## src/fcr_defines.svh

```systemverilog
// offsets, field positions, reset values, opcodes and timing of the flash configuration block
`ifndef FCR_DEFINES_SVH
`define FCR_DEFINES_SVH
`define FCR_OFF_CFG      8'h00
`define FCR_OFF_STAT     8'h04
`define FCR_OFF_IRQ_STAT 8'h08
`define FCR_OFF_IRQ_MASK 8'h0c
`define FCR_CFG_QPS      1
`define FCR_CFG_VLP      2
`define FCR_CFG_IDL      3
`define FCR_CFG_ERS      4
`define FCR_CFG_PGS      5
`define FCR_CFG_RSP      6
`define FCR_CFG_PPE      7
`define FCR_ST_BUSY      0
`define FCR_ST_WEL       1
`define FCR_ST_BPL       2
`define FCR_ST_BPH       3
`define FCR_ST_LOCKDN    7
`define FCR_IRQ_NVDONE   0
`define FCR_IRQ_INVALID  1
`define FCR_IRQ_REJECT   2
`define FCR_IRQ_SUSPEND  3
`define FCR_IRQ_W        4
`define FCR_NV_RESET     1'b0
`define FCR_BP_RESET     2'b11
`define FCR_OP_WREN      8'h06
`define FCR_OP_WRSR      8'h01
`define FCR_OP_QOUT      8'h6b
`define FCR_OP_QIO       8'heb
`define FCR_OP_QPP       8'h32
`define FCR_OP_WRAP      8'hec
`define FCR_OP_QENTER    8'h38
`define FCR_OP_QEXIT     8'hff
`define FCR_OP_RSTEN     8'h66
`define FCR_OP_RST       8'h99
`define FCR_OP_SUSPEND   8'hb0
`define FCR_OP_RESUME    8'h30
`define FCR_OP_LOCKPROT  8'h8d
`define FCR_OP_IDLOCK    8'h85
`define FCR_CLK_NS       10
`define FCR_CFG_WRITE_NS 1000
`endif

```

## src/fcr_pkg.sv

```systemverilog
// types shared by the flash configuration block
package fcr_pkg;
  typedef logic [31:0] fcr_word_t;
  typedef logic [7:0]  fcr_byte_t;
  typedef enum logic [0:0] {FCR_NV_IDLE = 1'b0, FCR_NV_BUSY = 1'b1} fcr_nv_e;
endpackage

```

## src/fcr_top.sv

```systemverilog
// flash configuration register with serial command link and ahb-lite register access
//
// Overview of operation
// - configuration register is readable; bit 0 is reserved and reads zero.
// - bit 1 quad pin select; one disables write-protect and reset/pause pins.
// - quad pin select high turns data lines 2 and 3 into data pins.
// - single-line quad commands are invalid unless quad pin select is set.
// - in four-bit command protocol quad pin select does not change pins.
// - quad pin select clears on power-up, hardware reset and software reset; here the set bit disables the reset pin, so hardware reset never clears it.
// - bit 2 lock flag sets when the lock-protection command executes.
// - while the lock flag is set, protect level bits cannot change.
// - lock flag clears only by hardware reset or power cycle.
// - bit 3 id-area lock sets on id lockout and clears only on power-up.
// - bit 4 sets on suspend during erase, clears on a resume that finds bit 5 already clear.
// - bit 5 sets on suspend during program, clears on resume.
// - bit 6 nonvolatile: one selects reset pin, zero selects pause pin.
// - nonvolatile bit write runs self-timed with busy set until done.
// - bit 7: hardware protection only when protect pin low and bit set.
// - hardware protection blocks only lockdown and configuration writes.
// - nonvolatile bits keep last written value; factory default zero. Here nrst also reloads them with zero.
//
// The AHB-Lite register port and the register offsets are this design's own decisions.
`timescale 1ns/1ps
`include "fcr_defines.svh"
module fcr_top #(
  parameter int CFG_WRITE_NS = `FCR_CFG_WRITE_NS
) (
  input  wire logic              clock,
  input  wire logic              nrst,
  input  wire logic              hsel,
  input  wire logic [31:0]       haddr,
  input  wire logic [1:0]        htrans,
  input  wire logic              hwrite,
  input  wire logic [2:0]        hsize,
  input  wire fcr_pkg::fcr_word_t hwdata,
  input  wire logic              hready,
  output fcr_pkg::fcr_word_t     hrdata,
  output logic                   hreadyout,
  output logic                   hresp,
  input  wire logic              link_cs_n,
  input  wire logic              link_sclk,
  input  wire logic              link_si,
  input  wire logic              data_line_2,
  input  wire logic              data_line_3,
  input  wire logic              erase_active,
  input  wire logic              program_active,
  output logic                   data_line_2_is_data,
  output logic                   data_line_3_is_data,
  output logic                   hw_write_protect,
  output logic                   hw_reset_pin_active,
  output logic                   pause_pin_active,
  output logic                   paused,
  output logic                   irq
);
  import fcr_pkg::*;

  localparam int NV_CYCLES_RAW = CFG_WRITE_NS / `FCR_CLK_NS;
  localparam int NV_CYCLES     = (NV_CYCLES_RAW < 1) ? 1 : NV_CYCLES_RAW;

  // pin side
  logic [4:0] pins_s;
  logic       cs_n_s;
  logic       sclk_s;
  logic       si_s;
  logic       wp_n_s;
  logic       rp_n_s;
  logic       sclk_q;
  logic       cs_n_q;
  logic       rp_n_q;

  // idle levels: select high, link clock low, serial input low, data lines high; matches the edge detectors' reset
  fcr_sync #(.W(5), .INIT(5'h13)) u_sync (
    .clock (clock),
    .nrst  (nrst),
    .din   ({link_cs_n, link_sclk, link_si, data_line_2, data_line_3}),
    .dout  (pins_s)
  );
  assign {cs_n_s, sclk_s, si_s, wp_n_s, rp_n_s} = pins_s;

  // register state
  logic       qps_r;
  logic       vlp_r;
  logic       idl_r;
  logic       ers_r;
  logic       pgs_r;
  logic       rsp_r;
  logic       ppe_r;
  logic       rsp_pend_r;
  logic       ppe_pend_r;
  logic       wel_r;
  logic [1:0] bp_r;
  logic       bpl_r;
  logic       quad_proto_r;
  logic       rsten_r;
  logic [`FCR_IRQ_W-1:0] irq_stat_r;
  logic [`FCR_IRQ_W-1:0] irq_mask_r;

  // link receiver
  fcr_byte_t  sh_r;
  logic [2:0] bit_cnt_r;
  logic [1:0] byte_cnt_r;
  fcr_byte_t  op_r;
  fcr_byte_t  d1_r;
  fcr_byte_t  d2_r;
  logic       sclk_rise;
  logic       frame_end;
  logic       byte_done;

  // pin function, the reset and pause pin sits on data line 3
  assign data_line_2_is_data = quad_proto_r | qps_r;
  assign data_line_3_is_data = quad_proto_r | qps_r;
  assign hw_reset_pin_active = ~data_line_3_is_data & rsp_r;
  assign pause_pin_active    = ~data_line_3_is_data & ~rsp_r;
  assign paused              = pause_pin_active & ~rp_n_s;
  logic  wp_pin_low;
  assign wp_pin_low          = ~data_line_2_is_data & ~wp_n_s;
  assign hw_write_protect    = wp_pin_low & ppe_r;

  logic hw_rst;
  assign hw_rst = hw_reset_pin_active & ~rp_n_s & rp_n_q;

  always_ff @(posedge clock or negedge nrst)
  begin
    if (!nrst)
    begin
      sclk_q <= 1'b0;
      cs_n_q <= 1'b1;
      rp_n_q <= 1'b1;
    end
    else
    begin
      sclk_q <= sclk_s;
      cs_n_q <= cs_n_s;
      rp_n_q <= rp_n_s;
    end
  end

  assign sclk_rise = sclk_s & ~sclk_q & ~cs_n_s & ~paused;
  assign frame_end = cs_n_s & ~cs_n_q;
  assign byte_done = sclk_rise & (bit_cnt_r == 3'h7);

  always_ff @(posedge clock or negedge nrst)
  begin
    if (!nrst)
    begin
      sh_r       <= 8'h00;
      bit_cnt_r  <= 3'h0;
      byte_cnt_r <= 2'h0;
      op_r       <= 8'h00;
      d1_r       <= 8'h00;
      d2_r       <= 8'h00;
    end
    else if (cs_n_s)
    begin
      bit_cnt_r  <= 3'h0;
      if (!frame_end)
        byte_cnt_r <= 2'h0;
    end
    else if (sclk_rise)
    begin
      sh_r      <= {sh_r[6:0], si_s};
      bit_cnt_r <= bit_cnt_r + 3'h1;
      if (byte_done)
      begin
        unique case (byte_cnt_r)
          2'h0: op_r <= {sh_r[6:0], si_s};
          2'h1: d1_r <= {sh_r[6:0], si_s};
          2'h2: d2_r <= {sh_r[6:0], si_s};
          2'h3: d2_r <= d2_r;
        endcase
        if (byte_cnt_r != 2'h3)
          byte_cnt_r <= byte_cnt_r + 2'h1;
      end
    end
  end

  // commands execute when chip select rises
  function automatic logic is_op(input fcr_byte_t op, input fcr_byte_t code, input logic [1:0] n, input logic end_p);
    is_op = end_p && (op == code) && (n != 2'h0);
  endfunction

  logic cmd_wren;
  logic cmd_wrsr;
  logic cmd_quad;
  logic cmd_qenter;
  logic cmd_qexit;
  logic cmd_rsten;
  logic cmd_rst;
  logic cmd_susp;
  logic cmd_resume;
  logic cmd_lock;
  logic cmd_idlock;
  logic sw_rst;
  assign cmd_wren   = is_op(op_r, `FCR_OP_WREN, byte_cnt_r, frame_end);
  assign cmd_wrsr   = is_op(op_r, `FCR_OP_WRSR, byte_cnt_r, frame_end) & wel_r;
  assign cmd_quad   = frame_end && (byte_cnt_r != 2'h0) &&
                      (op_r == `FCR_OP_QOUT || op_r == `FCR_OP_QIO ||
                       op_r == `FCR_OP_QPP || op_r == `FCR_OP_WRAP);
  assign cmd_qenter = is_op(op_r, `FCR_OP_QENTER, byte_cnt_r, frame_end);
  assign cmd_qexit  = is_op(op_r, `FCR_OP_QEXIT, byte_cnt_r, frame_end);
  assign cmd_rsten  = is_op(op_r, `FCR_OP_RSTEN, byte_cnt_r, frame_end);
  assign cmd_rst    = is_op(op_r, `FCR_OP_RST, byte_cnt_r, frame_end);
  assign cmd_susp   = is_op(op_r, `FCR_OP_SUSPEND, byte_cnt_r, frame_end);
  assign cmd_resume = is_op(op_r, `FCR_OP_RESUME, byte_cnt_r, frame_end);
  assign cmd_lock   = is_op(op_r, `FCR_OP_LOCKPROT, byte_cnt_r, frame_end) & wel_r;
  assign cmd_idlock = is_op(op_r, `FCR_OP_IDLOCK, byte_cnt_r, frame_end) & wel_r;
  assign sw_rst     = cmd_rst & rsten_r;

  logic quad_invalid;
  assign quad_invalid = cmd_quad & ~quad_proto_r & ~qps_r;

  // ahb-lite slave, zero wait states
  logic       ap_valid;
  logic       dp_wr_r;
  logic [7:0] dp_addr_r;
  assign ap_valid  = hsel & hready & htrans[1];
  assign hreadyout = 1'b1;
  assign hresp     = 1'b0;

  always_ff @(posedge clock or negedge nrst)
  begin
    if (!nrst)
    begin
      dp_wr_r   <= 1'b0;
      dp_addr_r <= 8'h00;
    end
    else
    begin
      dp_wr_r   <= ap_valid & hwrite;
      dp_addr_r <= haddr[7:0];
    end
  end

  logic nv_busy;
  logic nv_done;
  logic [7:0] cfg_rd;
  logic [7:0] stat_rd;
  assign cfg_rd  = {ppe_r, rsp_r, pgs_r, ers_r, idl_r, vlp_r, qps_r, 1'b0};
  assign stat_rd = {bpl_r, 3'h0, bp_r, wel_r, nv_busy};

  always_ff @(posedge clock or negedge nrst)
  begin
    if (!nrst)
      hrdata <= 32'h0;
    else if (ap_valid && !hwrite)
    begin
      unique case (haddr[7:0])
        `FCR_OFF_CFG:      hrdata <= {24'h0, cfg_rd};
        `FCR_OFF_STAT:     hrdata <= {24'h0, stat_rd};
        `FCR_OFF_IRQ_STAT: hrdata <= {28'h0, irq_stat_r};
        `FCR_OFF_IRQ_MASK: hrdata <= {28'h0, irq_mask_r};
        default:           hrdata <= 32'h0;
      endcase
    end
  end

  // unified write requests from link and bus
  logic       cfg_wr;
  logic [7:0] cfg_wd;
  logic       st_wr;
  logic [7:0] st_wd;
  assign cfg_wr = (dp_wr_r && dp_addr_r == `FCR_OFF_CFG) || (cmd_wrsr && byte_cnt_r == 2'h3);
  assign cfg_wd = cmd_wrsr ? d2_r : hwdata[7:0];
  assign st_wr  = (dp_wr_r && dp_addr_r == `FCR_OFF_STAT) || cmd_wrsr;
  assign st_wd  = cmd_wrsr ? d1_r : hwdata[7:0];

  logic cfg_ok;
  logic cfg_reject;
  logic nv_start;
  assign cfg_ok     = cfg_wr & ~hw_write_protect & ~nv_busy;
  assign cfg_reject = cfg_wr & ~cfg_ok;
  assign nv_start   = cfg_ok && ((cfg_wd[`FCR_CFG_RSP] != rsp_r) ||
                                 (cfg_wd[`FCR_CFG_PPE] != ppe_r));

  fcr_nv_timer #(.CYCLES(NV_CYCLES)) u_nv (
    .clock (clock),
    .nrst  (nrst),
    .start (nv_start),
    .busy  (nv_busy),
    .done  (nv_done)
  );

  // quad pin select; read-only bits ignore written data
  always_ff @(posedge clock or negedge nrst)
  begin
    if (!nrst)
      qps_r <= 1'b0;
    else if (hw_rst || sw_rst)
      qps_r <= 1'b0;
    else if (cfg_ok)
      qps_r <= cfg_wd[`FCR_CFG_QPS];
  end

  // nonvolatile bits commit when the self-timed write completes
  always_ff @(posedge clock or negedge nrst)
  begin
    if (!nrst)
    begin
      rsp_r      <= `FCR_NV_RESET;
      ppe_r      <= `FCR_NV_RESET;
      rsp_pend_r <= `FCR_NV_RESET;
      ppe_pend_r <= `FCR_NV_RESET;
    end
    else
    begin
      if (nv_start)
      begin
        rsp_pend_r <= cfg_wd[`FCR_CFG_RSP];
        ppe_pend_r <= cfg_wd[`FCR_CFG_PPE];
      end
      if (nv_done)
      begin
        rsp_r <= rsp_pend_r;
        ppe_r <= ppe_pend_r;
      end
    end
  end

  // volatile lock and id lock
  always_ff @(posedge clock or negedge nrst)
  begin
    if (!nrst)
    begin
      vlp_r <= 1'b0;
      idl_r <= 1'b0;
    end
    else
    begin
      if (hw_rst)
        vlp_r <= 1'b0;
      else if (cmd_lock)
        vlp_r <= 1'b1;
      if (cmd_idlock)
        idl_r <= 1'b1;
    end
  end

  // suspend flags
  always_ff @(posedge clock or negedge nrst)
  begin
    if (!nrst)
    begin
      ers_r <= 1'b0;
      pgs_r <= 1'b0;
    end
    else if (hw_rst || sw_rst)
    begin
      ers_r <= 1'b0;
      pgs_r <= 1'b0;
    end
    else if (cmd_susp)
    begin
      if (erase_active)
        ers_r <= 1'b1;
      if (program_active)
        pgs_r <= 1'b1;
    end
    else if (cmd_resume)
    begin
      if (pgs_r)
        pgs_r <= 1'b0;
      else
        ers_r <= 1'b0;
    end
  end

  // status: write enable, protect level, lockdown
  logic bp_ok;
  logic bpl_ok;
  assign bp_ok  = ~vlp_r & ~(bpl_r & wp_pin_low);
  assign bpl_ok = ~hw_write_protect & ~(bpl_r & wp_pin_low);

  always_ff @(posedge clock or negedge nrst)
  begin
    if (!nrst)
    begin
      wel_r <= 1'b0;
      bp_r  <= `FCR_BP_RESET;
      bpl_r <= 1'b0;
    end
    else if (hw_rst)
    begin
      wel_r <= 1'b0;
      bp_r  <= `FCR_BP_RESET;
      bpl_r <= 1'b0;
    end
    else
    begin
      if (sw_rst || cmd_wrsr || cmd_lock || cmd_idlock || cmd_susp)
        wel_r <= 1'b0;
      else if (cmd_wren)
        wel_r <= 1'b1;
      if (st_wr && bp_ok && !nv_busy)
        bp_r <= st_wd[`FCR_ST_BPH:`FCR_ST_BPL];
      if (st_wr && bpl_ok && !nv_busy)
        bpl_r <= st_wd[`FCR_ST_LOCKDN];
    end
  end

  // protocol mode and reset arming
  always_ff @(posedge clock or negedge nrst)
  begin
    if (!nrst)
    begin
      quad_proto_r <= 1'b0;
      rsten_r      <= 1'b0;
    end
    else
    begin
      if (hw_rst || sw_rst || cmd_qexit)
        quad_proto_r <= 1'b0;
      else if (cmd_qenter)
        quad_proto_r <= 1'b1;
      if (frame_end && byte_cnt_r != 2'h0)
        rsten_r <= cmd_rsten;
    end
  end

  // interrupts: set wins over write-one-to-clear
  logic [`FCR_IRQ_W-1:0] irq_set;
  logic [`FCR_IRQ_W-1:0] irq_clr;
  assign irq_set = {cmd_susp, cfg_reject, quad_invalid, nv_done};
  assign irq_clr = (dp_wr_r && dp_addr_r == `FCR_OFF_IRQ_STAT) ? hwdata[`FCR_IRQ_W-1:0] : '0;

  always_ff @(posedge clock or negedge nrst)
  begin
    if (!nrst)
    begin
      irq_stat_r <= '0;
      irq_mask_r <= '0;
    end
    else
    begin
      irq_stat_r <= (irq_stat_r & ~irq_clr) | irq_set;
      if (dp_wr_r && dp_addr_r == `FCR_OFF_IRQ_MASK)
        irq_mask_r <= hwdata[`FCR_IRQ_W-1:0];
    end
  end

  assign irq = |(irq_stat_r & irq_mask_r);
endmodule

```

## src/fcr_sync.sv

```systemverilog
// three-stage pin synchroniser; output moves once stages two and three agree
`timescale 1ns/1ps
module fcr_sync #(
  parameter int          W    = 1,
  parameter logic [W-1:0] INIT = '0
) (
  input  wire logic         clock,
  input  wire logic         nrst,
  input  wire logic [W-1:0] din,
  output logic      [W-1:0] dout
);
  logic [W-1:0] s1_r;
  logic [W-1:0] s2_r;
  logic [W-1:0] s3_r;

  genvar i;
  generate
    for (i = 0; i < W; i++)
    begin : g_bit
      always_ff @(posedge clock or negedge nrst)
      begin
        if (!nrst)
        begin
          s1_r[i] <= INIT[i];
          s2_r[i] <= INIT[i];
          s3_r[i] <= INIT[i];
          dout[i] <= INIT[i];
        end
        else
        begin
          s1_r[i] <= din[i];
          s2_r[i] <= s1_r[i];
          s3_r[i] <= s2_r[i];
          if (s2_r[i] == s3_r[i])
            dout[i] <= s3_r[i];
        end
      end
    end
  endgenerate
endmodule

```

## src/fcr_nv_timer.sv

```systemverilog
// self-timed nonvolatile write: busy from start until the count expires
`timescale 1ns/1ps
module fcr_nv_timer #(
  parameter int CYCLES = 100
) (
  input  wire logic clock,
  input  wire logic nrst,
  input  wire logic start,
  output logic      busy,
  output logic      done
);
  import fcr_pkg::*;
  fcr_nv_e      state_r;
  logic [31:0]  cnt_r;

  assign busy = (state_r == FCR_NV_BUSY);

  always_ff @(posedge clock or negedge nrst)
  begin
    if (!nrst)
    begin
      state_r <= FCR_NV_IDLE;
      cnt_r   <= 32'h0;
      done    <= 1'b0;
    end
    else
    begin
      done <= 1'b0;
      unique case (state_r)
        FCR_NV_IDLE:
        begin
          if (start)
          begin
            state_r <= FCR_NV_BUSY;
            cnt_r   <= 32'(CYCLES - 1);
          end
        end
        FCR_NV_BUSY:
        begin
          if (cnt_r == 32'h0)
          begin
            state_r <= FCR_NV_IDLE;
            done    <= 1'b1;
          end
          else
            cnt_r <= cnt_r - 32'h1;
        end
      endcase
    end
  end
endmodule

```

## config.mk

```make
export PLATFORM = sky130hd
export DESIGN_NAME = fcr_top
export DESIGN_NICKNAME = d
export VERILOG_FILES = /design/src/fcr_pkg.sv /design/src/fcr_top.sv /design/src/fcr_sync.sv /design/src/fcr_nv_timer.sv
export VERILOG_INCLUDE_DIRS = /design/src
export SDC_FILE = /design/constraint.sdc
export NUM_CORES = 1
export LEC_CHECK = 0
export BUFFER_PORTS_ARGS = -buffer_cell sky130_fd_sc_hd__buf_2
export CAP_MARGIN = 10
export CORE_MARGIN = 5
export CORE_UTILIZATION = 60
export DETAILED_ROUTE_END_ITERATION = 10
export MAX_ROUTING_LAYER = met4
export PLACE_DENSITY_LB_ADDON = 0.25
export SLEW_MARGIN = 20
export SYNTH_ARGS = -nofsm -noshare
export SYNTH_HDL_FRONTEND = slang
export SYNTH_HIERARCHICAL = 1
export SYNTH_SLANG_ARGS = --single-unit
export TNS_END_PERCENT = 10
```

## constraint.sdc

```tcl
create_clock -name clock -period 9.1 [get_ports clock]
set_input_delay 1.82 -clock clock [delete_from_list [all_inputs] [get_ports clock]]
set_output_delay 1.82 -clock clock [all_outputs]
set_load 0.02 [all_outputs]
```

==> run_results.csv <==
group,metric,value,unit
routing,drt_iter0_markers,353,
critical_path,crit_buf_inv,1,
global_route,grt_pass1_vias,4646,
place,place_ws,4.856,ns
sta,worstMarginPinSlew,1.069,ns
global_route,grt_pass1_wl,22670,um
sta,fin_ws,5.131,ns
sta,slew_headroom,28.58,%
critical_path,end_kind,"register",
power,peakVddDrop,0.0001387,V
critical_path,critical_path.slowest_cell,"nor2_1",
clocking,cts_hold_buf,0,
sta,period_minus_slack,3.969,ns
finish,fill_cells,732,
floorplan,die_area,0.01224,sq mm
critical_path,critPathMaxStageDelay,0.53,ns
clocking,cts_buffers,17,
critical_path,crit_required,9.54,ns
logic_synthesis,synth_flop_cell,"dfrtp_1",
power,power_density,212.3,mW/mm^2
clocking,cts_tree,"done",
critical_path,critPathTopFamily,"simple AND/OR/NAND/NOR gates",
routing,drcViolationCount,0,
sta,finalSetupTns,0,ns
logic_synthesis,synth_edf_count,0,
finish,utilization,70.51,%
critical_path,cpMostUsedCell,"nor2_1",
finish,syn_to_final_growth,13.96,%
logic_synthesis,syn_area_per_cell,10.77,sq um
logic_synthesis,netlist_area,0.006076,sq mm
sta,timing.fmax,251.9,MHz
job,maxCapViolations,0,
critical_path,crit_chain,"inv_1, ha_1, nor3b_4, nand4_4, mux2i_4, xnor2_1, nor2_1, nor2_1, nor2_1, nor3_1, nand2_1, or3_1, a21oi_1",
routing,vias_per_cell,6.009,
logic_synthesis,postSynthCellCount,564,
finish,drive_above_1_share,23.45,%
sta,rsz0062_at_grt,"false",
sta,slew_violations,0,
floorplan,die_w,110.6,um
clocking,cts_sinks,123,
place,dpl.hpwl,8751,um
floorplan,initial_core_util,61.88,%
logic_synthesis,yosys.cell_types.count,67,
min_path,hold_path.class,"reg2reg",
clocking,path_clk_slew,0.06,ns
floorplan,ios,122,
logic_synthesis,yosysWarningCount,6,
clocking,cts_root_buf,"clkbuf_8",
logic_synthesis,yosys-top-cells-count,"dfrtp_1, nand2_1, buf_4",
sta,min_period_over_period,43.62,%
finish,antenna_cells,0,
logic_synthesis,synth_area_leaders,"dfrtp_1, dfstp_2, nand2_1",
global_route,grt_antenna_before_repair,0,
global_route,grt_overflow_total,0,
routing,via_count,4489,
sta,report.final.hold_viol_count,0,
power,totalPowerFinal,1.470,mW
routing,wl_per_cell,17.39,um
sta,skew,0.007373,ns
clocking,clk_path_buf_depth,2,
global_route,grt_usage,23.28,%
place,io_buffers,41,
sta,setup_violations,0,
floorplan,coreArea,0.009819,sq mm
routing,wl,12990,um
clocking,ctsResizeCount,0,
clocking,post_cts_buffers,0,
logic_synthesis,ys_seq_area_share,50.99,%
routing,antenna_left,0,
critical_path,critPathArrivalTime,4.41,ns
floorplan,rows,36,
floorplan,die_y,110.6,um
clocking,clk-insertion-delay-late,0.52,ns
place,gp_congestion,0.8575,
logic_synthesis,async_flop_share,100.0,%
clocking,cts.htree.levels,4,
logic_synthesis,yosys.area.top_type_share,44.07,%
routing,first_pass_iters,5,
critical_path,startpoint_type,"register",
critical_path,path_max_fanout,13,
power,power.leakage,3.060,nW
global_route,grt_max_degree,75,
finish,nNetsFinal,689,
logic_synthesis,synthMostInstantiatedCell,"dfrtp_1",
outcome,outcome,"complete, no violations",
logic_synthesis,synth-seq-cells,123,
logic_synthesis,yosysTopAreaCell,"dfrtp_1",
critical_path,path_class,"reg2reg",
worst paths after layout:
check,cells after the start,slack (ns),endpoint,from
worst max-delay path,13,5.13,u_nv/cnt_r[17],byte_cnt_r[0]
worst min-delay path,0,0.35,u_sync/s2_r[3],u_sync/s1_r[3]
worst max register to register,13,5.13,u_nv/cnt_r[17],byte_cnt_r[0]
worst min register to register,0,0.35,u_sync/s2_r[3],u_sync/s1_r[3]
max in group asynchronous,2,6.45,u_sync/s2_r[2],nrst
min in group asynchronous,1,1.32,hrdata[2],nrst
sequential cells by signal, indices dropped and copies added, names as in the netlist, 2 cells and up:
register     count
d1_r             3
byte_cnt_r       2
irq_mask_r       4
op_r             8
u_sync/dout      5
u_sync/s3_r      5
u_sync/s2_r      5
u_nv/cnt_r      32
u_sync/s1_r      5
dp_addr_r        8
hrdata           8
bit_cnt_r        3
d2_r             3
sh_r             7
irq_stat_r       4
bp_r             2
area by class of cell:
cell class	count	area [sq um]	share of cell area, %
well taps	133	166.4	2.403
clock buffers	19	431.7	6.234
repair buffers	43	222.7	3.216
clock inverters	13	239.0	3.451
multi-input cells	403	2718	39.25
inverters	13	48.80	0.7047
flip-flops and latches	123	3098	44.74
metal layers:
metal	global-route usage, %	share of wire (%)	up-vias	wire length, um
met4	7.964	1.4	0	185
met1	27.09	40	2215	5172
met3	6.674	6.0	21	775
met2	38.83	53	164	6856
met5	-	0	-	0
li1	-	-	2089	-
kinds of logic after synthesis:
group | count (synthesis) | synth area share (%)
AOI/OAI and AO/OA | 93 | 10.81
xor gates and xnor gates | 6 | 0.8649
adders and majority gates | 12 | 2.368
buffers and inverters | 62 | 5.766
DFF | 123 | 50.99
muxes | 41 | 7.619
other | 2 | 0.1236
and+or+nand+nor | 225 | 21.46
through the flow:
stage	cell area [sq um]	hold slack, ns	cells
after CTS	6924	0.3517	747
after detailed placement	6254	0.3371	715
after global routing	6924	0.3575	747
after global placement	6254	0.3347	715
final	6924	0.3490	747
after floorplan	6166	0.3312	588
where the power goes:
group          switching (mW)  internal, mW  leakage [nW]  total [mW]
Clock                   0.245         0.510         0.319       0.756
Sequential             0.0377         0.587          1.47       0.625
Combinational          0.0559        0.0333          1.27      0.0892
layout by cell type, fill, tap and decap left out, types with 5 or more instances in the layout:
cell / n
a21oi_1: 21
and3_1: 6
buf_2: 40
bufinv_16: 6
clkbuf_16: 16
conb_1: 26
dfrtp_1: 107
dfstp_2: 16
ha_1: 7
inv_1: 11
maj3_2: 5
mux2_2: 22
mux2i_1: 17
nand2_1: 75
nand2b_1: 6
nand3_1: 17
nand4_1: 9
nor2_1: 27
nor2b_1: 6
nor3_1: 14
nor3b_1: 5
nor4_1: 8
o211ai_1: 8
o21ai_0: 17
o311ai_0: 8
o31ai_1: 6
or2_2: 6
or3_1: 8
or4_1: 9
No activity file was read; power rests on OpenSTA's default activity.
